`src/rtl/unused_placeholder_removed.sv`:
```
`timescale 1ns/1ns
`default_nettype none
`default_nettype wire
```
`src/common/sce_pkg.sv`:
```
`default_nettype none
package sce_pkg;
  // bus geometry
  localparam int ADDR_W = 12;
  localparam int DATA_W = 32;
  localparam int IDX_W = 10;
  localparam int SIZE_W = 17;
  localparam int KA_W = 8;
  localparam int SOCK_W = 3;

  // register indices; byte address is four times the index
  localparam logic [IDX_W-1:0] IDX_MODE = 10'h200;
  localparam logic [IDX_W-1:0] IDX_COMMAND = 10'h202;
  localparam logic [IDX_W-1:0] IDX_FLAGS = 10'h206;
  localparam logic [IDX_W-1:0] IDX_STATE = 10'h208;
  localparam logic [IDX_W-1:0] IDX_KA_TIMER = 10'h21C;
  localparam logic [IDX_W-1:0] IDX_WRITE_SIZE = 10'h220;
  localparam logic [IDX_W-1:0] IDX_FREE_SIZE = 10'h224;
  localparam logic [IDX_W-1:0] IDX_SOCK_ID = 10'h23E;

  // reset values
  localparam logic [15:0] MODE_RESET = 16'h0020;
  localparam logic [SIZE_W-1:0] FREE_RESET = 17'h0_2000;

  // mode register field
  localparam int PROTO_LSB = 0;
  localparam int PROTO_W = 4;
  localparam logic [3:0] proto_closed = 4'h0;
  localparam logic [3:0] proto_tcp = 4'h1;
  localparam logic [3:0] proto_udp = 4'h2;
  localparam logic [3:0] proto_ip_raw = 4'h3;
  localparam logic [3:0] proto_mac_raw = 4'h4;
  localparam logic [3:0] proto_pppoe = 4'h5;

  // command codes
  localparam logic [7:0] cmd_none = 8'h00;
  localparam logic [7:0] cmd_open = 8'h01;
  localparam logic [7:0] cmd_listen = 8'h02;
  localparam logic [7:0] cmd_connect = 8'h04;
  localparam logic [7:0] cmd_disconnect = 8'h08;
  localparam logic [7:0] cmd_close = 8'h10;
  localparam logic [7:0] cmd_send = 8'h20;
  localparam logic [7:0] cmd_send_direct_mac = 8'h21;
  localparam logic [7:0] cmd_keepalive = 8'h22;
  localparam logic [7:0] cmd_session_start = 8'h23;
  localparam logic [7:0] cmd_session_end = 8'h24;
  localparam logic [7:0] cmd_phase_request = 8'h25;
  localparam logic [7:0] cmd_phase_nak = 8'h26;
  localparam logic [7:0] cmd_phase_reject = 8'h27;
  localparam logic [7:0] cmd_recv_done = 8'h40;

  // event flag bit positions
  localparam int FLG_N = 8;
  localparam int FLG_CONNECT = 0;
  localparam int FLG_DISCONNECT = 1;
  localparam int FLG_RECEIVE = 2;
  localparam int FLG_TIMEOUT = 3;
  localparam int send_complete_flag = 4;
  localparam int FLG_PPP_LSB = 5;
  localparam int PPP_W = 3;

  // socket status codes
  typedef enum logic [7:0] {
    state_closed = 8'h00,
    state_tcp_init = 8'h13,
    state_listening = 8'h14,
    state_syn_sent = 8'h15,
    state_connected = 8'h17,
    state_fin_wait = 8'h18,
    state_close_wait = 8'h1C,
    state_udp = 8'h22,
    state_ip_raw = 8'h32,
    state_mac_raw = 8'h42,
    state_pppoe = 8'h5F
  } sce_state_type;
endpackage
`default_nettype wire

```
`src/common/sce_dec_if.sv`:
```
`timescale 1ns/1ns
`default_nettype none
// command decode request and verdict between engine and decoder
interface sce_dec_if;
  import sce_pkg::*;
  logic [7:0] cmd;
  logic [3:0] proto;
  sce_state_type state;
  logic ka_zero;
  logic data_seen;
  logic send_busy;
  logic cmd_ok;
  sce_state_type nxt_state;
  modport eng (output cmd, proto, state, ka_zero, data_seen, send_busy,
    input cmd_ok, nxt_state);
  modport dec (input cmd, proto, state, ka_zero, data_seen, send_busy,
    output cmd_ok, nxt_state);
endinterface
`default_nettype wire

```
`src/rtl/sce_cmd_decode.sv`:
```
`timescale 1ns/1ns
`default_nettype none
// judges a command against protocol and status, gives the target status
module sce_cmd_decode (
  sce_dec_if.dec dec
);
  import sce_pkg::*;
  logic is_tcp;
  logic tcp_open;
  logic dgram_open;
  logic raw_open;

  // mac raw and pppoe already masked to closed for non-zero sockets by the engine
  assign is_tcp = (dec.proto == proto_tcp);
  assign tcp_open = is_tcp && (dec.state == state_connected || dec.state == state_close_wait);
  assign dgram_open = (dec.proto == proto_udp && dec.state == state_udp) ||
    (dec.proto == proto_ip_raw && dec.state == state_ip_raw);
  assign raw_open = (dec.proto == proto_mac_raw && dec.state == state_mac_raw);

  // anything not matched is refused and leaves the status alone
  always_comb begin
    dec.cmd_ok = 1'b0;
    dec.nxt_state = dec.state;
    case (dec.cmd)
      cmd_open: begin
        if (dec.state == state_closed) begin
          dec.cmd_ok = (dec.proto != proto_closed);
          case (dec.proto)
            proto_tcp: dec.nxt_state = state_tcp_init;
            proto_udp: dec.nxt_state = state_udp;
            proto_ip_raw: dec.nxt_state = state_ip_raw;
            proto_mac_raw: dec.nxt_state = state_mac_raw;
            proto_pppoe: dec.nxt_state = state_pppoe;
            default: dec.cmd_ok = 1'b0;
          endcase
        end
      end
      cmd_listen: begin
        if (is_tcp && dec.state == state_tcp_init) begin
          dec.cmd_ok = 1'b1;
          dec.nxt_state = state_listening;
        end
      end
      cmd_connect: begin
        if (is_tcp && dec.state == state_tcp_init) begin
          dec.cmd_ok = 1'b1;
          dec.nxt_state = state_syn_sent;
        end
      end
      cmd_disconnect: begin
        if (tcp_open) begin
          dec.cmd_ok = 1'b1;
          dec.nxt_state = state_fin_wait;
        end
      end
      cmd_close: begin
        dec.cmd_ok = 1'b1;
        dec.nxt_state = state_closed;
      end
      cmd_send: begin
        dec.cmd_ok = !dec.send_busy && (tcp_open || dgram_open || raw_open);
      end
      cmd_send_direct_mac: begin
        dec.cmd_ok = !dec.send_busy && dgram_open;
      end
      cmd_keepalive: begin
        dec.cmd_ok = is_tcp && dec.state == state_connected && dec.ka_zero && dec.data_seen;
      end
      cmd_recv_done: begin
        dec.cmd_ok = (dec.state != state_closed);
      end
      cmd_session_start, cmd_session_end, cmd_phase_request, cmd_phase_nak,
      cmd_phase_reject: begin
        dec.cmd_ok = (dec.proto == proto_pppoe);
      end
      default: begin
        dec.cmd_ok = 1'b0;
      end
    endcase
  end
endmodule // sce_cmd_decode
`default_nettype wire

```
`src/rtl/sce_engine.sv`:
```
// Local design decision: the APB interface to the registers.
`timescale 1ns/1ns
`default_nettype none
module sce_engine (
  input wire logic pclk,
  input wire logic presetn,
  input wire logic psel,
  input wire logic penable,
  input wire logic pwrite,
  input wire logic [sce_pkg::ADDR_W-1:0] paddr,
  input wire logic [sce_pkg::DATA_W-1:0] pwdata,
  output logic [sce_pkg::DATA_W-1:0] prdata,
  output logic pready,
  output logic pslverr,
  input wire logic evt_syn_ok,
  input wire logic evt_synack_fail,
  input wire logic evt_synack_rx,
  input wire logic arp_timeout,
  input wire logic tcp_timeout,
  input wire logic evt_rst_rx,
  input wire logic evt_fin_rx,
  input wire logic evt_fin_ack_rx,
  input wire logic evt_data_rx,
  input wire logic evt_data_ack,
  input wire logic [sce_pkg::SIZE_W-1:0] evt_ack_size,
  input wire logic evt_send_done,
  input wire logic evt_ka_ack,
  input wire logic evt_no_port,
  input wire logic [sce_pkg::PPP_W-1:0] evt_ppp,
  output logic act_open,
  output logic act_listen,
  output logic act_syn,
  output logic act_fin,
  output logic act_send,
  output logic act_send_split,
  output logic act_use_dest_mac,
  output logic [sce_pkg::SIZE_W-1:0] act_send_len,
  output logic keepalive_packet,
  output logic act_recv_done,
  output logic act_ppp,
  output logic [7:0] act_ppp_cmd,
  output logic act_rst_reply
);
  import sce_pkg::*;

  sce_dec_if dif ();
  logic [15:0] mode_ff;
  logic [7:0] cmd_ff;
  logic [KA_W-1:0] ka_timer_ff;
  logic [SIZE_W-1:0] wsize_ff;
  logic [SIZE_W-1:0] free_ff;
  logic [SOCK_W-1:0] sock_id_ff;
  sce_state_type state_ff;
  sce_state_type nxt_state;
  logic send_busy_ff;
  logic data_seen_ff;
  logic [FLG_N-1:0] flags;
  logic [FLG_N-1:0] flag_set;
  logic [FLG_N-1:0] flag_clr;
  logic rdy_ff;
  logic err_ff;
  logic [DATA_W-1:0] rdata_ff;
  logic [DATA_W-1:0] rdata;
  logic hit;
  logic wr;
  logic [IDX_W-1:0] idx;
  logic [3:0] proto_field;
  logic [3:0] proto_eff;
  logic exec;
  logic go;
  logic tcp_live;
  logic in_tcp;
  logic act_send_pre;

  assign idx = paddr[ADDR_W-1:2];
  assign proto_field = mode_ff[PROTO_LSB +: PROTO_W];
  // mac raw and pppoe on another socket fall back to closed
  assign proto_eff = ((proto_field == proto_mac_raw || proto_field == proto_pppoe) &&
    sock_id_ff != '0) ? proto_closed : proto_field;
  assign exec = (cmd_ff != cmd_none);
  assign go = exec && dif.cmd_ok;
  assign wr = psel && penable && rdy_ff && pwrite && !err_ff;
  assign in_tcp = (proto_eff == proto_tcp);
  assign act_send_pre = go && (cmd_ff == cmd_send || cmd_ff == cmd_send_direct_mac);
  // states in which a peer reset or retransmit timeout ends the link
  assign tcp_live = (state_ff == state_listening || state_ff == state_syn_sent ||
    state_ff == state_connected || state_ff == state_close_wait || state_ff == state_fin_wait);

  // decoder request
  assign dif.cmd = cmd_ff;
  assign dif.proto = proto_eff;
  assign dif.state = state_ff;
  assign dif.ka_zero = (ka_timer_ff == '0);
  assign dif.data_seen = data_seen_ff;
  assign dif.send_busy = send_busy_ff;

  sce_cmd_decode u_dec (
    .dec(dif)
  );

  // read mux; unmapped or misaligned answers with an error
  always_comb begin
    rdata = '0;
    hit = (paddr[1:0] == 2'b00);
    case (idx)
      IDX_MODE: rdata[15:0] = mode_ff;
      IDX_COMMAND: rdata[7:0] = cmd_ff;
      IDX_FLAGS: rdata[FLG_N-1:0] = flags;
      IDX_STATE: rdata[7:0] = state_ff;
      IDX_KA_TIMER: rdata[KA_W-1:0] = ka_timer_ff;
      IDX_WRITE_SIZE: rdata[SIZE_W-1:0] = wsize_ff;
      IDX_FREE_SIZE: rdata[SIZE_W-1:0] = free_ff;
      IDX_SOCK_ID: rdata[SOCK_W-1:0] = sock_id_ff;
      default: hit = 1'b0;
    endcase
  end

  // one wait-free access phase: answer prepared in the setup cycle
  always_ff @(posedge pclk or negedge presetn) begin
    if (!presetn) begin
      rdy_ff <= 1'b0;
      err_ff <= 1'b0;
      rdata_ff <= '0;
    end else if (psel && !penable) begin
      rdy_ff <= 1'b1;
      err_ff <= !hit;
      rdata_ff <= rdata;
    end else begin
      rdy_ff <= 1'b0;
      err_ff <= 1'b0;
    end
  end

  assign prdata = rdata_ff;
  assign pready = rdy_ff;
  assign pslverr = err_ff;

  // plain software registers
  always_ff @(posedge pclk or negedge presetn) begin
    if (!presetn) begin
      mode_ff <= MODE_RESET;
      ka_timer_ff <= '0;
      wsize_ff <= '0;
      sock_id_ff <= '0;
    end else if (wr) begin
      if (idx == IDX_MODE) mode_ff <= pwdata[15:0];
      if (idx == IDX_KA_TIMER) ka_timer_ff <= pwdata[KA_W-1:0];
      if (idx == IDX_WRITE_SIZE) wsize_ff <= pwdata[SIZE_W-1:0];
      if (idx == IDX_SOCK_ID) sock_id_ff <= pwdata[SOCK_W-1:0];
    end
  end

  // a fresh write beats the self-clear; any detected code is wiped
  always_ff @(posedge pclk or negedge presetn) begin
    if (!presetn) begin
      cmd_ff <= cmd_none;
    end else if (wr && idx == IDX_COMMAND) begin
      cmd_ff <= pwdata[7:0];
    end else if (exec) begin
      cmd_ff <= cmd_none;
    end
  end

  // status: packet events take priority over any command except close in the same cycle
  always_comb begin
    nxt_state = state_ff;
    if (go) nxt_state = dif.nxt_state;
    case (state_ff)
      state_listening: begin
        if (evt_syn_ok) nxt_state = state_connected;
        else if (evt_synack_fail) nxt_state = state_closed;
      end
      state_syn_sent: begin
        if (evt_synack_rx) nxt_state = state_connected;
        else if (arp_timeout) nxt_state = state_closed;
      end
      state_connected: begin
        if (evt_fin_rx) nxt_state = state_close_wait;
      end
      state_fin_wait: begin
        if (evt_fin_ack_rx) nxt_state = state_closed;
      end
      default: nxt_state = nxt_state;
    endcase
    // close wins over any packet event, it needs no peer answer
    if (go && cmd_ff == cmd_close) nxt_state = state_closed;
    // timeouts of syn, data, keepalive and fin all land here
    if (tcp_live && (tcp_timeout || evt_rst_rx)) begin
      nxt_state = state_closed;
    end
  end

  always_ff @(posedge pclk or negedge presetn) begin
    if (!presetn) begin
      state_ff <= state_closed;
    end else begin
      state_ff <= nxt_state;
    end
  end

  // one send at a time; busy ends with completion or teardown
  always_ff @(posedge pclk or negedge presetn) begin
    if (!presetn) begin
      send_busy_ff <= 1'b0;
    end else if (nxt_state == state_closed) begin
      send_busy_ff <= 1'b0;
    end else if (go && (cmd_ff == cmd_send || cmd_ff == cmd_send_direct_mac)) begin
      send_busy_ff <= 1'b1;
    end else if (evt_send_done) begin
      send_busy_ff <= 1'b0;
    end
  end

  // keepalive needs one exchange on this connection first
  always_ff @(posedge pclk or negedge presetn) begin
    if (!presetn) begin
      data_seen_ff <= 1'b0;
    end else if (state_ff == state_closed) begin
      data_seen_ff <= 1'b0;
    end else if (state_ff == state_connected && (evt_data_rx || evt_data_ack)) begin
      data_seen_ff <= 1'b1;
    end
  end

  // free space: acked bytes come back in tcp mode only, a send takes its size
  always_ff @(posedge pclk or negedge presetn) begin
    if (!presetn) begin
      free_ff <= FREE_RESET;
    end else begin
      free_ff <= free_ff +
        ((in_tcp && evt_data_ack) ? evt_ack_size : '0) -
        ((go && (cmd_ff == cmd_send || cmd_ff == cmd_send_direct_mac)) ? wsize_ff : '0);
    end
  end

  // event sources for the sticky flags
  always_comb begin
    flag_set = '0;
    flag_set[FLG_CONNECT] = (state_ff == state_listening && evt_syn_ok) ||
      (state_ff == state_syn_sent && evt_synack_rx);
    flag_set[FLG_DISCONNECT] = (state_ff == state_connected && evt_fin_rx);
    flag_set[FLG_RECEIVE] = (state_ff != state_closed) && evt_data_rx;
    flag_set[FLG_TIMEOUT] = (state_ff == state_listening && evt_synack_fail && !evt_syn_ok) ||
      (state_ff == state_syn_sent && arp_timeout) ||
      (tcp_live && tcp_timeout);
    flag_set[send_complete_flag] = send_busy_ff && evt_send_done;
    if (proto_eff == proto_pppoe) begin
      flag_set[FLG_PPP_LSB +: PPP_W] = evt_ppp;
    end
    flag_clr = (wr && idx == IDX_FLAGS) ? pwdata[FLG_N-1:0] : '0;
  end

  for (genvar i = 0; i < FLG_N; i++) begin : g_flag
    sce_sticky_bit u_bit (
      .pclk(pclk),
      .presetn(presetn),
      .set_in(flag_set[i]),
      .clr_in(flag_clr[i]),
      .flag_ff(flags[i])
    );
  end

  // action strobes toward the packet engine, one cycle each
  always_ff @(posedge pclk or negedge presetn) begin
    if (!presetn) begin
      act_open <= 1'b0;
      act_listen <= 1'b0;
      act_syn <= 1'b0;
      act_fin <= 1'b0;
      act_send <= 1'b0;
      act_send_split <= 1'b0;
      act_use_dest_mac <= 1'b0;
      act_send_len <= '0;
      keepalive_packet <= 1'b0;
      act_recv_done <= 1'b0;
      act_ppp <= 1'b0;
      act_ppp_cmd <= cmd_none;
    end else begin
      act_open <= go && cmd_ff == cmd_open;
      act_listen <= go && cmd_ff == cmd_listen;
      act_syn <= go && cmd_ff == cmd_connect;
      act_fin <= go && cmd_ff == cmd_disconnect;
      act_send <= go && (cmd_ff == cmd_send || cmd_ff == cmd_send_direct_mac);
      // only tcp and udp get mss splitting
      act_send_split <= go && cmd_ff == cmd_send &&
        (proto_eff == proto_tcp || proto_eff == proto_udp);
      act_use_dest_mac <= go && cmd_ff == cmd_send_direct_mac;
      if (go && (cmd_ff == cmd_send || cmd_ff == cmd_send_direct_mac)) begin
        act_send_len <= wsize_ff;
      end
      keepalive_packet <= go && cmd_ff == cmd_keepalive;
      act_recv_done <= go && cmd_ff == cmd_recv_done;
      act_ppp <= go && cmd_ff >= cmd_session_start && cmd_ff <= cmd_phase_reject;
      act_ppp_cmd <= go ? cmd_ff : cmd_none;
    end
  end

  // unmatched port: reset reply, status untouched
  always_ff @(posedge pclk or negedge presetn) begin
    if (!presetn) begin
      act_rst_reply <= 1'b0;
    end else begin
      act_rst_reply <= evt_no_port;
    end
  end
endmodule // sce_engine
`default_nettype wire

```
`src/rtl/sce_sticky_bit.sv`:
```
`timescale 1ns/1ns
`default_nettype none
// one event flag; a set in the clear cycle wins so no event is lost
module sce_sticky_bit (
  input wire logic pclk,
  input wire logic presetn,
  input wire logic set_in,
  input wire logic clr_in,
  output logic flag_ff
);
  always_ff @(posedge pclk or negedge presetn) begin
    if (!presetn) begin
      flag_ff <= 1'b0;
    end else if (set_in) begin
      flag_ff <= 1'b1;
    end else if (clr_in) begin
      flag_ff <= 1'b0;
    end
  end
endmodule // sce_sticky_bit
`default_nettype wire

```
`config.mk`:
```
export PLATFORM = sky130hd
export DESIGN_NAME = sce_engine
export DESIGN_NICKNAME = d
export VERILOG_FILES = /design/src/rtl/unused_placeholder_removed.sv /design/src/common/sce_pkg.sv /design/src/common/sce_dec_if.sv /design/src/rtl/sce_cmd_decode.sv /design/src/rtl/sce_engine.sv /design/src/rtl/sce_sticky_bit.sv
export SDC_FILE = /design/constraint.sdc
export NUM_CORES = 1
export LEC_CHECK = 0
export BUFFER_PORTS_ARGS = -buffer_cell sky130_fd_sc_hd__buf_4
export CORE_MARGIN = 2
export CORE_UTILIZATION = 41
export CTS_BUF_LIST = sky130_fd_sc_hd__clkbuf_8 sky130_fd_sc_hd__clkbuf_16
export DETAILED_ROUTE_END_ITERATION = 8
export GPL_ROUTABILITY_DRIVEN = 0
export PLACE_DENSITY = 0.74
export SETUP_SLACK_MARGIN = 0.3
export SYNTH_ARGS = -nofsm -noshare
export SYNTH_HDL_FRONTEND = slang
export SYNTH_HIERARCHICAL = 1
export SYNTH_SLANG_ARGS = --single-unit
```
`constraint.sdc`:
```
create_clock -name pclk -period 11.67 [get_ports pclk]
set_input_delay 2.334 -clock pclk [delete_from_list [all_inputs] [get_ports pclk]]
set_output_delay 2.334 -clock pclk [all_outputs]
set_load 0.05 [all_outputs]
```
==> flow_metrics.py, run 1 <==
metrics = {
    "global_route": {
        "grt.met1_usage_pct": 28.64,
        "grt_use_total_pct": 20.19,
        "grt_max_degree": 75,
        "grt_util_met2_pct": 30.88,
        "grt_busiest_layer": "met2",
        "grt-ovfl-total": 0,
        "grt_pass1_wl_mm": 34.27,
        "antenna_found_initial": 0,
        "grt_use_met3_pct": 4.228,
        "grt_pass1_vias": 6413,
    },
    "status": {
        "outcome": "completed",
    },
    "timing": {
        "min_period_ns": 6.819,
        "slew_headroom_pct": 38.47,
        "finalSetupViolCount": 0,
        "fmax_mhz": 146.6,
        "period_share_pct": 58.44,
        "tns_ns": 0,
        "rsz0062_at_grt": "no",
        "fin_worst_skew_ns": 0.008270,
        "tightest_slew_ns": 0.9229,
        "hold_violations": 0,
        "report.final.slew_viol_count": 0,
    },
    "clocking": {
        "post_cts_resized": 0,
        "ctsHoldBuffers": 0,
        "cts.sinks": 142,
        "root_buffer": "clkbuf_16",
        "postCtsSetupBuffers": 0,
        "clk_path_buf_depth": 2,
        "cts_buffers": 17,
        "cts_tree": "built",
        "clk_latency_ns": 0.43,
        "htreeDepth": 4,
        "clk_pin_slew_ns": 0.06,
    },
    "critical_path": {
        "worstReg2RegStart": "mode_ff[1]",
        "cpMaxStageDelayCell": "dfrtp_1",
        "crit_family": "compound AO/OA/AOI/OAI gates",
        "crit_required_ns": 12.02,
        "path_max_fanout": 36,
        "crit_path_end_kind": "flip-flop",
        "cp_slowest_stage_delay_ns": 0.63,
        "worst-setup-path-type": "flip-flop to flip-flop",
        "rr_endpoint": "free_ff[14]",
        "crit_end": "free_ff[14]",
        "startpoint_type": "flip-flop",
        "critical_path.n_buffers_inverters": 2,
        "path_depth": 23,
        "rrSetupSlack_ns": 4.85,
        "startpoint": "mode_ff[1]",
        "path_cells": "nor2_1 > o311a_1 > nor2b_1 > nor4bb_1 > nand3_1 > a2111oi_0 > o2111ai_1 > nand4_1 > and2_1 > nand2_1 > nor4_4 > buf_4 > and2_1 > ha_1 > inv_1 > ha_1 > fa_1 > a211o_1 > a2111oi_0 > o211ai_1 > a31o_2 > a21oi_1 > xnor2_1",
        "arrival_ns": 7.17,
        "rr_worst_depth": 23,
    },
    "final_layout": {
        "drive_above_1_share_pct": 24.79,
        "layout_common_cells": "dfrtp_1 (140), buf_4 (122), nor2_1 (71)",
        "diodes": 0,
        "nets": 1058,
        "area_delta_synth_final_pct": 19.19,
        "layout_commonest_cell": "dfrtp_1",
        "fin_util_pct": 49.85,
    },
    "yosys": {
        "synth_seq_cells": 142,
        "syn_area_per_cell_sq_um": 10.09,
        "ys_warn_count": 6,
        "ys.flop_type": "dfrtp_1",
        "synth_area_sq_um": 8463,
        "async_flop_share_pct": 100.0,
        "synth_cell_types": 80,
        "synthCells": 839,
        "synth_edf_count": 0,
        "yosysSeqAreaShare_pct": 42.02,
    },
    "detailed_routing": {
        "vias": 6568,
        "drtAntennaViolNets": 0,
        "drc": 0,
        "avgViaCountPerCell": 5.357,
        "firstDrtPassIters": 5,
        "wl_mm": 21.34,
        "wl_per_cell_microns": 17.41,
        "drtIter0Drc": 634,
    },
    "placement": {
        "portBuffers": 120,
        "hpwl_mm": 15.69,
    },
    "floorplan": {
        "die_height_microns": 147.7,
        "die_area_sq_um": 21810,
        "die_w_microns": 147.7,
        "coreArea_sq_um": 20230,
        "row_count": 52,
        "start_util_pct": 41.83,
        "num_io_pins": 152,
    },
    "hold_path": {
        "holdCritPathClass": "flip-flop to flip-flop",
    },
    "power": {
        "cellPowerDensity_nw_per_um2": 176.8,
        "ir_worst_vdd_v": 0.0001177,
        "leakagePower_nw": 4.943,
    },
    "run": {
        "cap_violations": 0,
    },
}
[how the worst min path moves through the flow]
stage                                  from                 endpoint  slack [ns]  cells after the start
global placement    g_flag[0].u_bit/flag_ff  g_flag[0].u_bit/flag_ff        0.46                      1
global route                     mode_ff[6]               mode_ff[6]        0.49                      1
CTS                 g_flag[5].u_bit/flag_ff  g_flag[5].u_bit/flag_ff        0.48                      1
finish              g_flag[6].u_bit/flag_ff  g_flag[6].u_bit/flag_ff        0.48                      1
floorplan           g_flag[1].u_bit/flag_ff  g_flag[1].u_bit/flag_ff        0.45                      1
detailed placement  g_flag[5].u_bit/flag_ff  g_flag[5].u_bit/flag_ff        0.47                      1
[routing by layer]
metal | part of all wire (%) | vias up | routed length [microns]
met5 | 0 | - | 0
met4 | 2.3 | 0 | 489
met3 | 5.6 | 31 | 1185
met2 | 46 | 212 | 9772
met1 | 46 | 3218 | 9893
li1 | - | 3107 | -
[report_power, final]
part | internal (mW) | switching (mW) | total, mW
sequential | 0.549 | 0.0661 | 0.615
combinational | 0.285 | 0.358 | 0.643
clock | 0.319 | 0.206 | 0.526
[state kept, by name, indices dropped and copies added, names as in the netlist, 16 cells and up]
signal and cells:
wsize_ff 17, act_send_len 17, prdata 17, free_ff 17, mode_ff 16
[metrics by stage]
step | cells | setup WS [ns] | total power, mW | cell area, sq um | hold WS [ns]
after global routing | 1226 | 4.362 | 1.902 | 10090 | 0.4947
after detailed placement | 1194 | 4.940 | 1.256 | 9507 | 0.4684
final | 1226 | 4.851 | 1.783 | 10090 | 0.4817
after CTS | 1226 | 4.870 | 1.786 | 10090 | 0.4817
after floorplan | 853 | 6.001 | 1.103 | 8516 | 0.4528
after global placement | 1194 | 5.063 | 1.242 | 9507 | 0.4616
[logic make-up after synthesis]
kind of cell	after synthesis	share of synthesized area (%)
simple gates	284	19.19
compound gates	152	12.15
flops	142	42.02
buf+inv	117	6.254
mux	89	11.87
fa+ha+maj	33	6.298
xor+xnor	21	2.173
other cells	1	0.04431
[cells in the mapped netlist, types with 6 or more instances]
master / instances / area, sq um
nor4b_1: 7 / 61.31
or3_1: 6 / 37.54
nand4_1: 7 / 43.79
fa_1: 16 / 320.3
nor2b_1: 9 / 56.30
dfrtp_1: 140 / 3503
mux2i_1: 28 / 280.3
ha_1: 17 / 212.7
or4_1: 6 / 45.04
nand3_1: 11 / 55.05
a21oi_1: 44 / 220.2
mux2_1: 10 / 112.6
and2_1: 46 / 287.8
mux2_2: 41 / 461.7
xor2_1: 6 / 52.55
xnor2_1: 15 / 131.4
o21a_1: 12 / 90.09
inv_1: 65 / 244.0
nor3_1: 14 / 70.07
nor2_1: 71 / 266.5
a21o_1: 18 / 135.1
mux2_4: 10 / 150.1
buf_4: 18 / 135.1
o21ai_0: 20 / 100.1
clkbuf_1: 25 / 93.84
o211ai_1: 6 / 45.04
nor3b_1: 9 / 67.56
nand2_1: 52 / 195.2
buf_2: 6 / 30.03
[layout make-up]
class / instances / area [sq um]
Clock buffer: 22 / 494.2
Clock inverter: 10 / 86.33
Fill cell: 1848 / 10150
Inverter: 65 / 244.0
Multi-Input combinational cell: 594 / 4442
Sequential cell: 142 / 3556
Tap cell: 270 / 337.8
Timing Repair Buffer: 123 / 927.1
Note: power is estimated with default switching activity, not from simulation.
==> inputs of run 2 (changes only) <==
Settings changed: ABC_AREA set to 1, PLACE_DENSITY 0.74 to 0.76.
Clock period 11.67 ns to 5.8 ns, I/O delays scaled along.
==> run 2 against run 1 <==
Against the previous run: worst setup slack worse by 4.2 ns; worst hold slack worse by 0.0079 ns; first-iteration DRC count grew 18%; sequential share of layout area shrank 1.4 points; register-to-register slack worse by 4.2 ns; highest routed layer unchanged.
==> flow_metrics.py, run 2 <==
metrics = {
    "timing": {
        "fmax_mhz": 196.0,
        "tns_ns": 0,
        "tightest_slew_ns": 1.075,
        "finalSetupViolCount": 0,
        "rsz0062_at_grt": "no",
        "whs_ns": 0.4738,
        "period_share_pct": 87.97,
        "report.final.slew_viol_count": 0,
        "fin_worst_skew_ns": 0.01133,
        "slew_headroom_pct": 28.10,
        "min_period_ns": 5.103,
        "hold_violations": 0,
    },
    "final_layout": {
        "nets": 1403,
        "layout_commonest_cell": "nand2_1",
        "drive_above_1_share_pct": 17.45,
        "layout_common_cells": "nand2_1 (286), inv_1 (195), dfrtp_1 (140)",
        "area_delta_synth_final_pct": 18.73,
        "diodes": 0,
    },
    "clocking": {
        "cts_buffers": 17,
        "cts.sinks": 142,
        "clk_path_buf_depth": 2,
        "clk_latency_ns": 0.43,
        "root_buffer": "clkbuf_16",
        "post_cts_resized": 0,
        "clk_pin_slew_ns": 0.06,
        "cts_tree": "built",
        "ctsHoldBuffers": 0,
        "postCtsSetupBuffers": 0,
        "htreeDepth": 4,
    },
    "floorplan": {
        "coreArea_sq_um": 21090,
        "die_w_microns": 150.9,
        "start_util_pct": 41.97,
        "die_height_microns": 150.9,
        "die_area_sq_um": 22780,
        "row_count": 53,
        "num_io_pins": 152,
    },
    "critical_path": {
        "cpMaxStageDelayCell": "dfrtp_1",
        "crit_required_ns": 6.14,
        "worst-setup-path-type": "flip-flop to flip-flop",
        "startpoint": "mode_ff[3]",
        "cp_common_cell": "nor2_1",
        "worstReg2RegStart": "mode_ff[3]",
        "arrival_ns": 5.45,
        "startpoint_type": "flip-flop",
        "crit_path_end_kind": "flip-flop",
        "path_max_fanout": 27,
        "cp_slowest_stage_delay_ns": 0.44,
    },
    "yosys": {
        "synth_seq_cells": 142,
        "yosysSeqAreaShare_pct": 40.18,
        "synth_top_cell_by_area": "dfrtp_1",
        "netlist.area_leader.share_pct": 39.58,
        "synth_area_leaders": "dfrtp_1 (40%), nand2_1 (12%), inv_1 (8.2%)",
        "async_flop_share_pct": 100.0,
        "synthCells": 1174,
        "synth_edf_count": 0,
        "ys.flop_type": "dfrtp_1",
        "syn_area_per_cell_sq_um": 7.539,
        "synth.most_common_cell": "nand2_1",
        "ys_warn_count": 6,
        "synth_commonest_cells": "nand2_1 (286), inv_1 (193), dfrtp_1 (140), nor2_1 (125), o21ai_0 (63)",
        "synth_area_sq_um": 8851,
        "synth_cell_types": 53,
    },
    "detailed_routing": {
        "wl_mm": 23.30,
        "wl_per_cell_microns": 14.78,
        "drtAntennaViolNets": 0,
        "firstDrtPassIters": 5,
        "drc": 0,
        "avgViaCountPerCell": 5.051,
        "vias": 7961,
        "drtIter0Drc": 747,
    },
    "power": {
        "clkPwrFrac_pct": 33.9,
        "cellPowerDensity_nw_per_um2": 304.7,
        "power_frac_comb_pct": 31.9,
        "swShare_pct": 33.77,
        "ir_worst_vdd_v": 0.0002059,
        "pwr-share-seq_pct": 34.2,
        "p_int_mw": 2.121,
        "switchingPower_mw": 1.081,
        "leakagePower_nw": 5.331,
    },
    "global_route": {
        "grt_pass1_wl_mm": 37.33,
        "grt_util_met2_pct": 34.64,
        "grt_pass1_vias": 7496,
        "grt_max_degree": 92,
        "grt_use_met3_pct": 5.873,
        "grt.met1_usage_pct": 27.24,
        "grt_use_total_pct": 21.27,
        "grt-ovfl-total": 0,
        "antenna_found_initial": 0,
        "grt_busiest_layer": "met2",
    },
    "hold_path": {
        "holdCritPathClass": "flip-flop to flip-flop",
        "min_from": "g_flag[3].u_bit/flag_ff",
    },
    "placement": {
        "portBuffers": 120,
        "hpwl_mm": 17.87,
    },
    "status": {
        "outcome": "completed",
    },
    "run": {
        "cap_violations": 0,
    },
}
[run 2: logic make-up (layout without fill, tap and decap cells)]
group           Yosys count  count (layout)  synth area share (%)
flops                   142             142                 40.18
xor+xnor                 19              19                 1.880
fa+ha+maj                33              33                 6.022
other cells               1              15               0.04237
compound gates          179             179                 11.80
buf+inv                 252             365                 11.96
simple gates            547             547                 27.99
mux                       1               1                0.1272
[run 2: final timing paths]
| path | endpoint | slack, ns | depth (start not counted) |
|---|---|---|---|
| min in group asynchronous | prdata[11] | 0.81 | 1 |
| max in group asynchronous | act_ppp | 3.83 | 2 |
| worst min-delay path | g_flag[3].u_bit/flag_ff | 0.47 | 2 |
| worst max register to register | free_ff[14] | 0.70 | 29 |
| worst min register to register | g_flag[3].u_bit/flag_ff | 0.47 | 2 |
| worst max-delay path | free_ff[14] | 0.70 | 29 |
[run 2: stage by stage]
step,cell area [sq um],power (mW),utilization [%],cells,setup slack (ns)
2_1_floorplan,8904,1.882,-,1188,1.713
3_3_place_gp,9908,2.092,46.99,1544,0.7497
3_5_place_dp,9908,2.115,46.99,1544,0.6843
4_1_cts,10500,3.214,49.79,1576,0.6709
5_1_grt,10510,3.423,49.83,1576,0.3068
6_report,10510,3.202,49.83,1576,0.6975
[run 2: layout make-up]
class	instances	area (sq um)
fillers	2017	10580
multi-input cells	794	4298
flip-flops and latches	142	3556
repair buffers	122	919.6
inverters	211	799.5
clock buffers	19	452.9
well taps	275	344.1
clock inverters	13	138.9
[run 2: worst max-delay path: cells and delay by family (launching register included)]
family	cells	cell delay (ns)
flip-flops	1	0.44
AO/OA/AOI/OAI	5	0.84
buffers and inverters	6	0.95
XOR/XNOR	1	0.16
AND/OR/NAND/NOR	15	1.91
adder cells (fa/ha/maj)	2	0.69
[run 2: metal layers]
layer | routed length [microns] | vias to the layer above
met2 | 11030 | 310
met5 | 0 | -
met4 | 675 | 0
li1 | - | 3906
met1 | 9642 | 3697
met3 | 1949 | 48
[run 2: power by group through the flow]
stage / Clock, mW / Combinational (mW) / Sequential, mW
2_1_floorplan: 0 / 0.773 / 1.11
6_report: 1.09 / 1.02 / 1.09
3_5_place_dp: 0 / 1.00 / 1.11
4_1_cts: 1.10 / 1.02 / 1.09
5_1_grt: 1.16 / 1.17 / 1.10
3_3_place_gp: 0 / 0.983 / 1.11
==> inputs of run 3 (changes only) <==
Settings changed: HOLD_SLACK_MARGIN set to 0.15.
Clock period 5.8 ns to 4.25 ns, I/O delays scaled along.
==> run 3 against run 2 <==
Against the previous run: sequential cell count unchanged; global-route usage up 1.4 points; register-to-register slack worse by 0.52 ns; worst setup slack got worse by 0.52 ns; sequential power increased by 37%; largest power group is now combinational cells; design area grew 6.1%; via count is 4.5% higher; worst hold slack hardly changed; non-clock buffer count is 37 higher.
==> flow_metrics.py, run 3 (synthesis gave the netlist of run 2 again) <==
metrics = {
    "critical_path": {
        "cp_slowest_stage_delay_ns": 0.53,
        "arrival_ns": 4.38,
        "cpMaxStageDelayCell": "fa_1",
        "startpoint_type": "flip-flop",
        "rrSetupSlack_ns": 0.17,
        "crit_required_ns": 4.56,
        "crit_path_end_kind": "flip-flop",
        "worst-setup-path-type": "flip-flop to flip-flop",
        "path_max_fanout": 9,
    },
    "final_layout": {
        "drive_above_1_share_pct": 24.51,
        "diodes": 0,
        "layout_common_cells": "nand2_1 (283), inv_1 (183), buf_4 (156)",
        "fillers": 1958,
        "layoutNonFillerInstCount": 1613,
        "fin_util_pct": 52.87,
        "layout_commonest_cell": "nand2_1",
        "area_delta_synth_final_pct": 25.97,
        "nets": 1440,
    },
    "timing": {
        "period_share_pct": 95.94,
        "whs_ns": 0.4737,
        "fin_worst_skew_ns": 0.009371,
        "hold_violations": 0,
        "finalSetupViolCount": 0,
        "fmax_mhz": 245.3,
        "slew_headroom_pct": 39.98,
        "min_period_ns": 4.077,
        "rsz0062_at_grt": "yes",
        "tightest_slew_ns": 0.9004,
        "report.final.slew_viol_count": 0,
    },
    "floorplan": {
        "die_height_microns": 150.9,
        "start_util_pct": 41.97,
        "coreArea_sq_um": 21090,
        "die_area_sq_um": 22780,
        "num_io_pins": 152,
        "row_count": 53,
        "die_w_microns": 150.9,
    },
    "placement": {
        "portBuffers": 120,
        "hpwl_mm": 18.85,
        "dp_cells": 1567,
    },
    "status": {
        "outcome": "completed",
    },
    "power": {
        "leakagePower_nw": 5.574,
        "ir_worst_vdd_v": 0.0004374,
        "cellPowerDensity_nw_per_um2": 451.3,
    },
    "hold_path": {
        "holdCritPathClass": "flip-flop to flip-flop",
    },
    "clocking": {
        "clk_path_buf_depth": 2,
        "cts.sinks": 142,
        "htreeDepth": 4,
        "cts_tree": "built",
        "cts_buffers": 17,
        "root_buffer": "clkbuf_16",
        "clk_latency_ns": 0.42,
        "clk_pin_slew_ns": 0.06,
    },
    "global_route": {
        "grt_use_total_pct": 22.65,
        "grt_pass1_vias": 8047,
        "grt_pass1_wl_mm": 40.03,
        "grt-ovfl-total": 0,
        "antenna_found_initial": 0,
        "grt_max_degree": 93,
    },
    "detailed_routing": {
        "drtAntennaViolNets": 0,
        "drc": 0,
        "firstDrtPassIters": 6,
        "wl_per_cell_microns": 15.65,
        "vias": 8320,
        "avgViaCountPerCell": 5.158,
        "drtIter0Drc": 714,
        "wl_mm": 25.24,
    },
    "run": {
        "cap_violations": 0,
    },
}
==> run 3: layout make-up <==
type / count / area, sq um / share of cell area (%)
multi-input combinational: 794 / 4616 / 41.40
tap: 275 / 344.1 / 3.086
timing repair buffer: 159 / 1214 / 10.89
sequential: 142 / 3556 / 31.89
clock inverter: 14 / 171.4 / 1.537
inverter: 211 / 809.5 / 7.261
clock buffer: 18 / 439.2 / 3.939
==> run 3: worst paths after layout <==
kind | startpoint | to | depth (start not counted)
worst max-delay path | sock_id_ff[2] | free_ff[16] | 30
worst min-delay path | act_send_len[16] | act_send_len[16] | 2
worst max register to register | sock_id_ff[2] | free_ff[16] | 30
worst min register to register | act_send_len[16] | act_send_len[16] | 2
max in group asynchronous | presetn | act_syn | 2
min in group asynchronous | presetn | prdata[6] | 1
==> run 3: power breakdown <==
part / switching, mW / internal, mW / total (mW)
Sequential: 0.0306 / 1.46 / 1.49
Combinational: 1.12 / 0.892 / 2.01
Clock: 0.591 / 0.940 / 1.53
==> run 3: repair_timing <==
| action | CTS | global route |
|---|---|---|
| gates resized for setup | 44 | 38 |
| hold buffers | 0 | 0 |
| setup buffers | 6 | 8 |
| setup endpoints to repair | 10 | 12 |
| cloned | 0 | 0 |
| pin swaps | 9 | 12 |
==> run 3: worst max-delay path, delay by kind of cell (launching register included) <==
| family | cells | cell delay [ns] |
|---|---|---|
| AO/OA/AOI/OAI | 4 | 0.53 |
| AND/OR/NAND/NOR | 15 | 1.27 |
| XOR/XNOR | 1 | 0.19 |
| flip-flops | 1 | 0.40 |
| buffers and inverters | 8 | 0.68 |
| adder cells (fa/ha/maj) | 2 | 0.88 |
==> run 3: stage by stage <==
step	setup TNS (ns)	instance area [sq um]	total power, mW	setup WS (ns)
2_1_floorplan	0	8920	2.577	0.3093
5_1_grt	-0.07562	11150	5.305	-0.03130
6_report	0	11150	5.032	0.1727
3_3_place_gp	0	10110	2.912	0.1077
4_1_cts	0	10960	4.794	0.3019
3_5_place_dp	0	10110	2.949	0.01455
==> run 3: per-layer routing <==
metal	global-route usage (%)	wire, microns
met5	0	0
met4	8.832	778
met3	5.120	1855
met2	38.36	12480
met1	28.16	10130
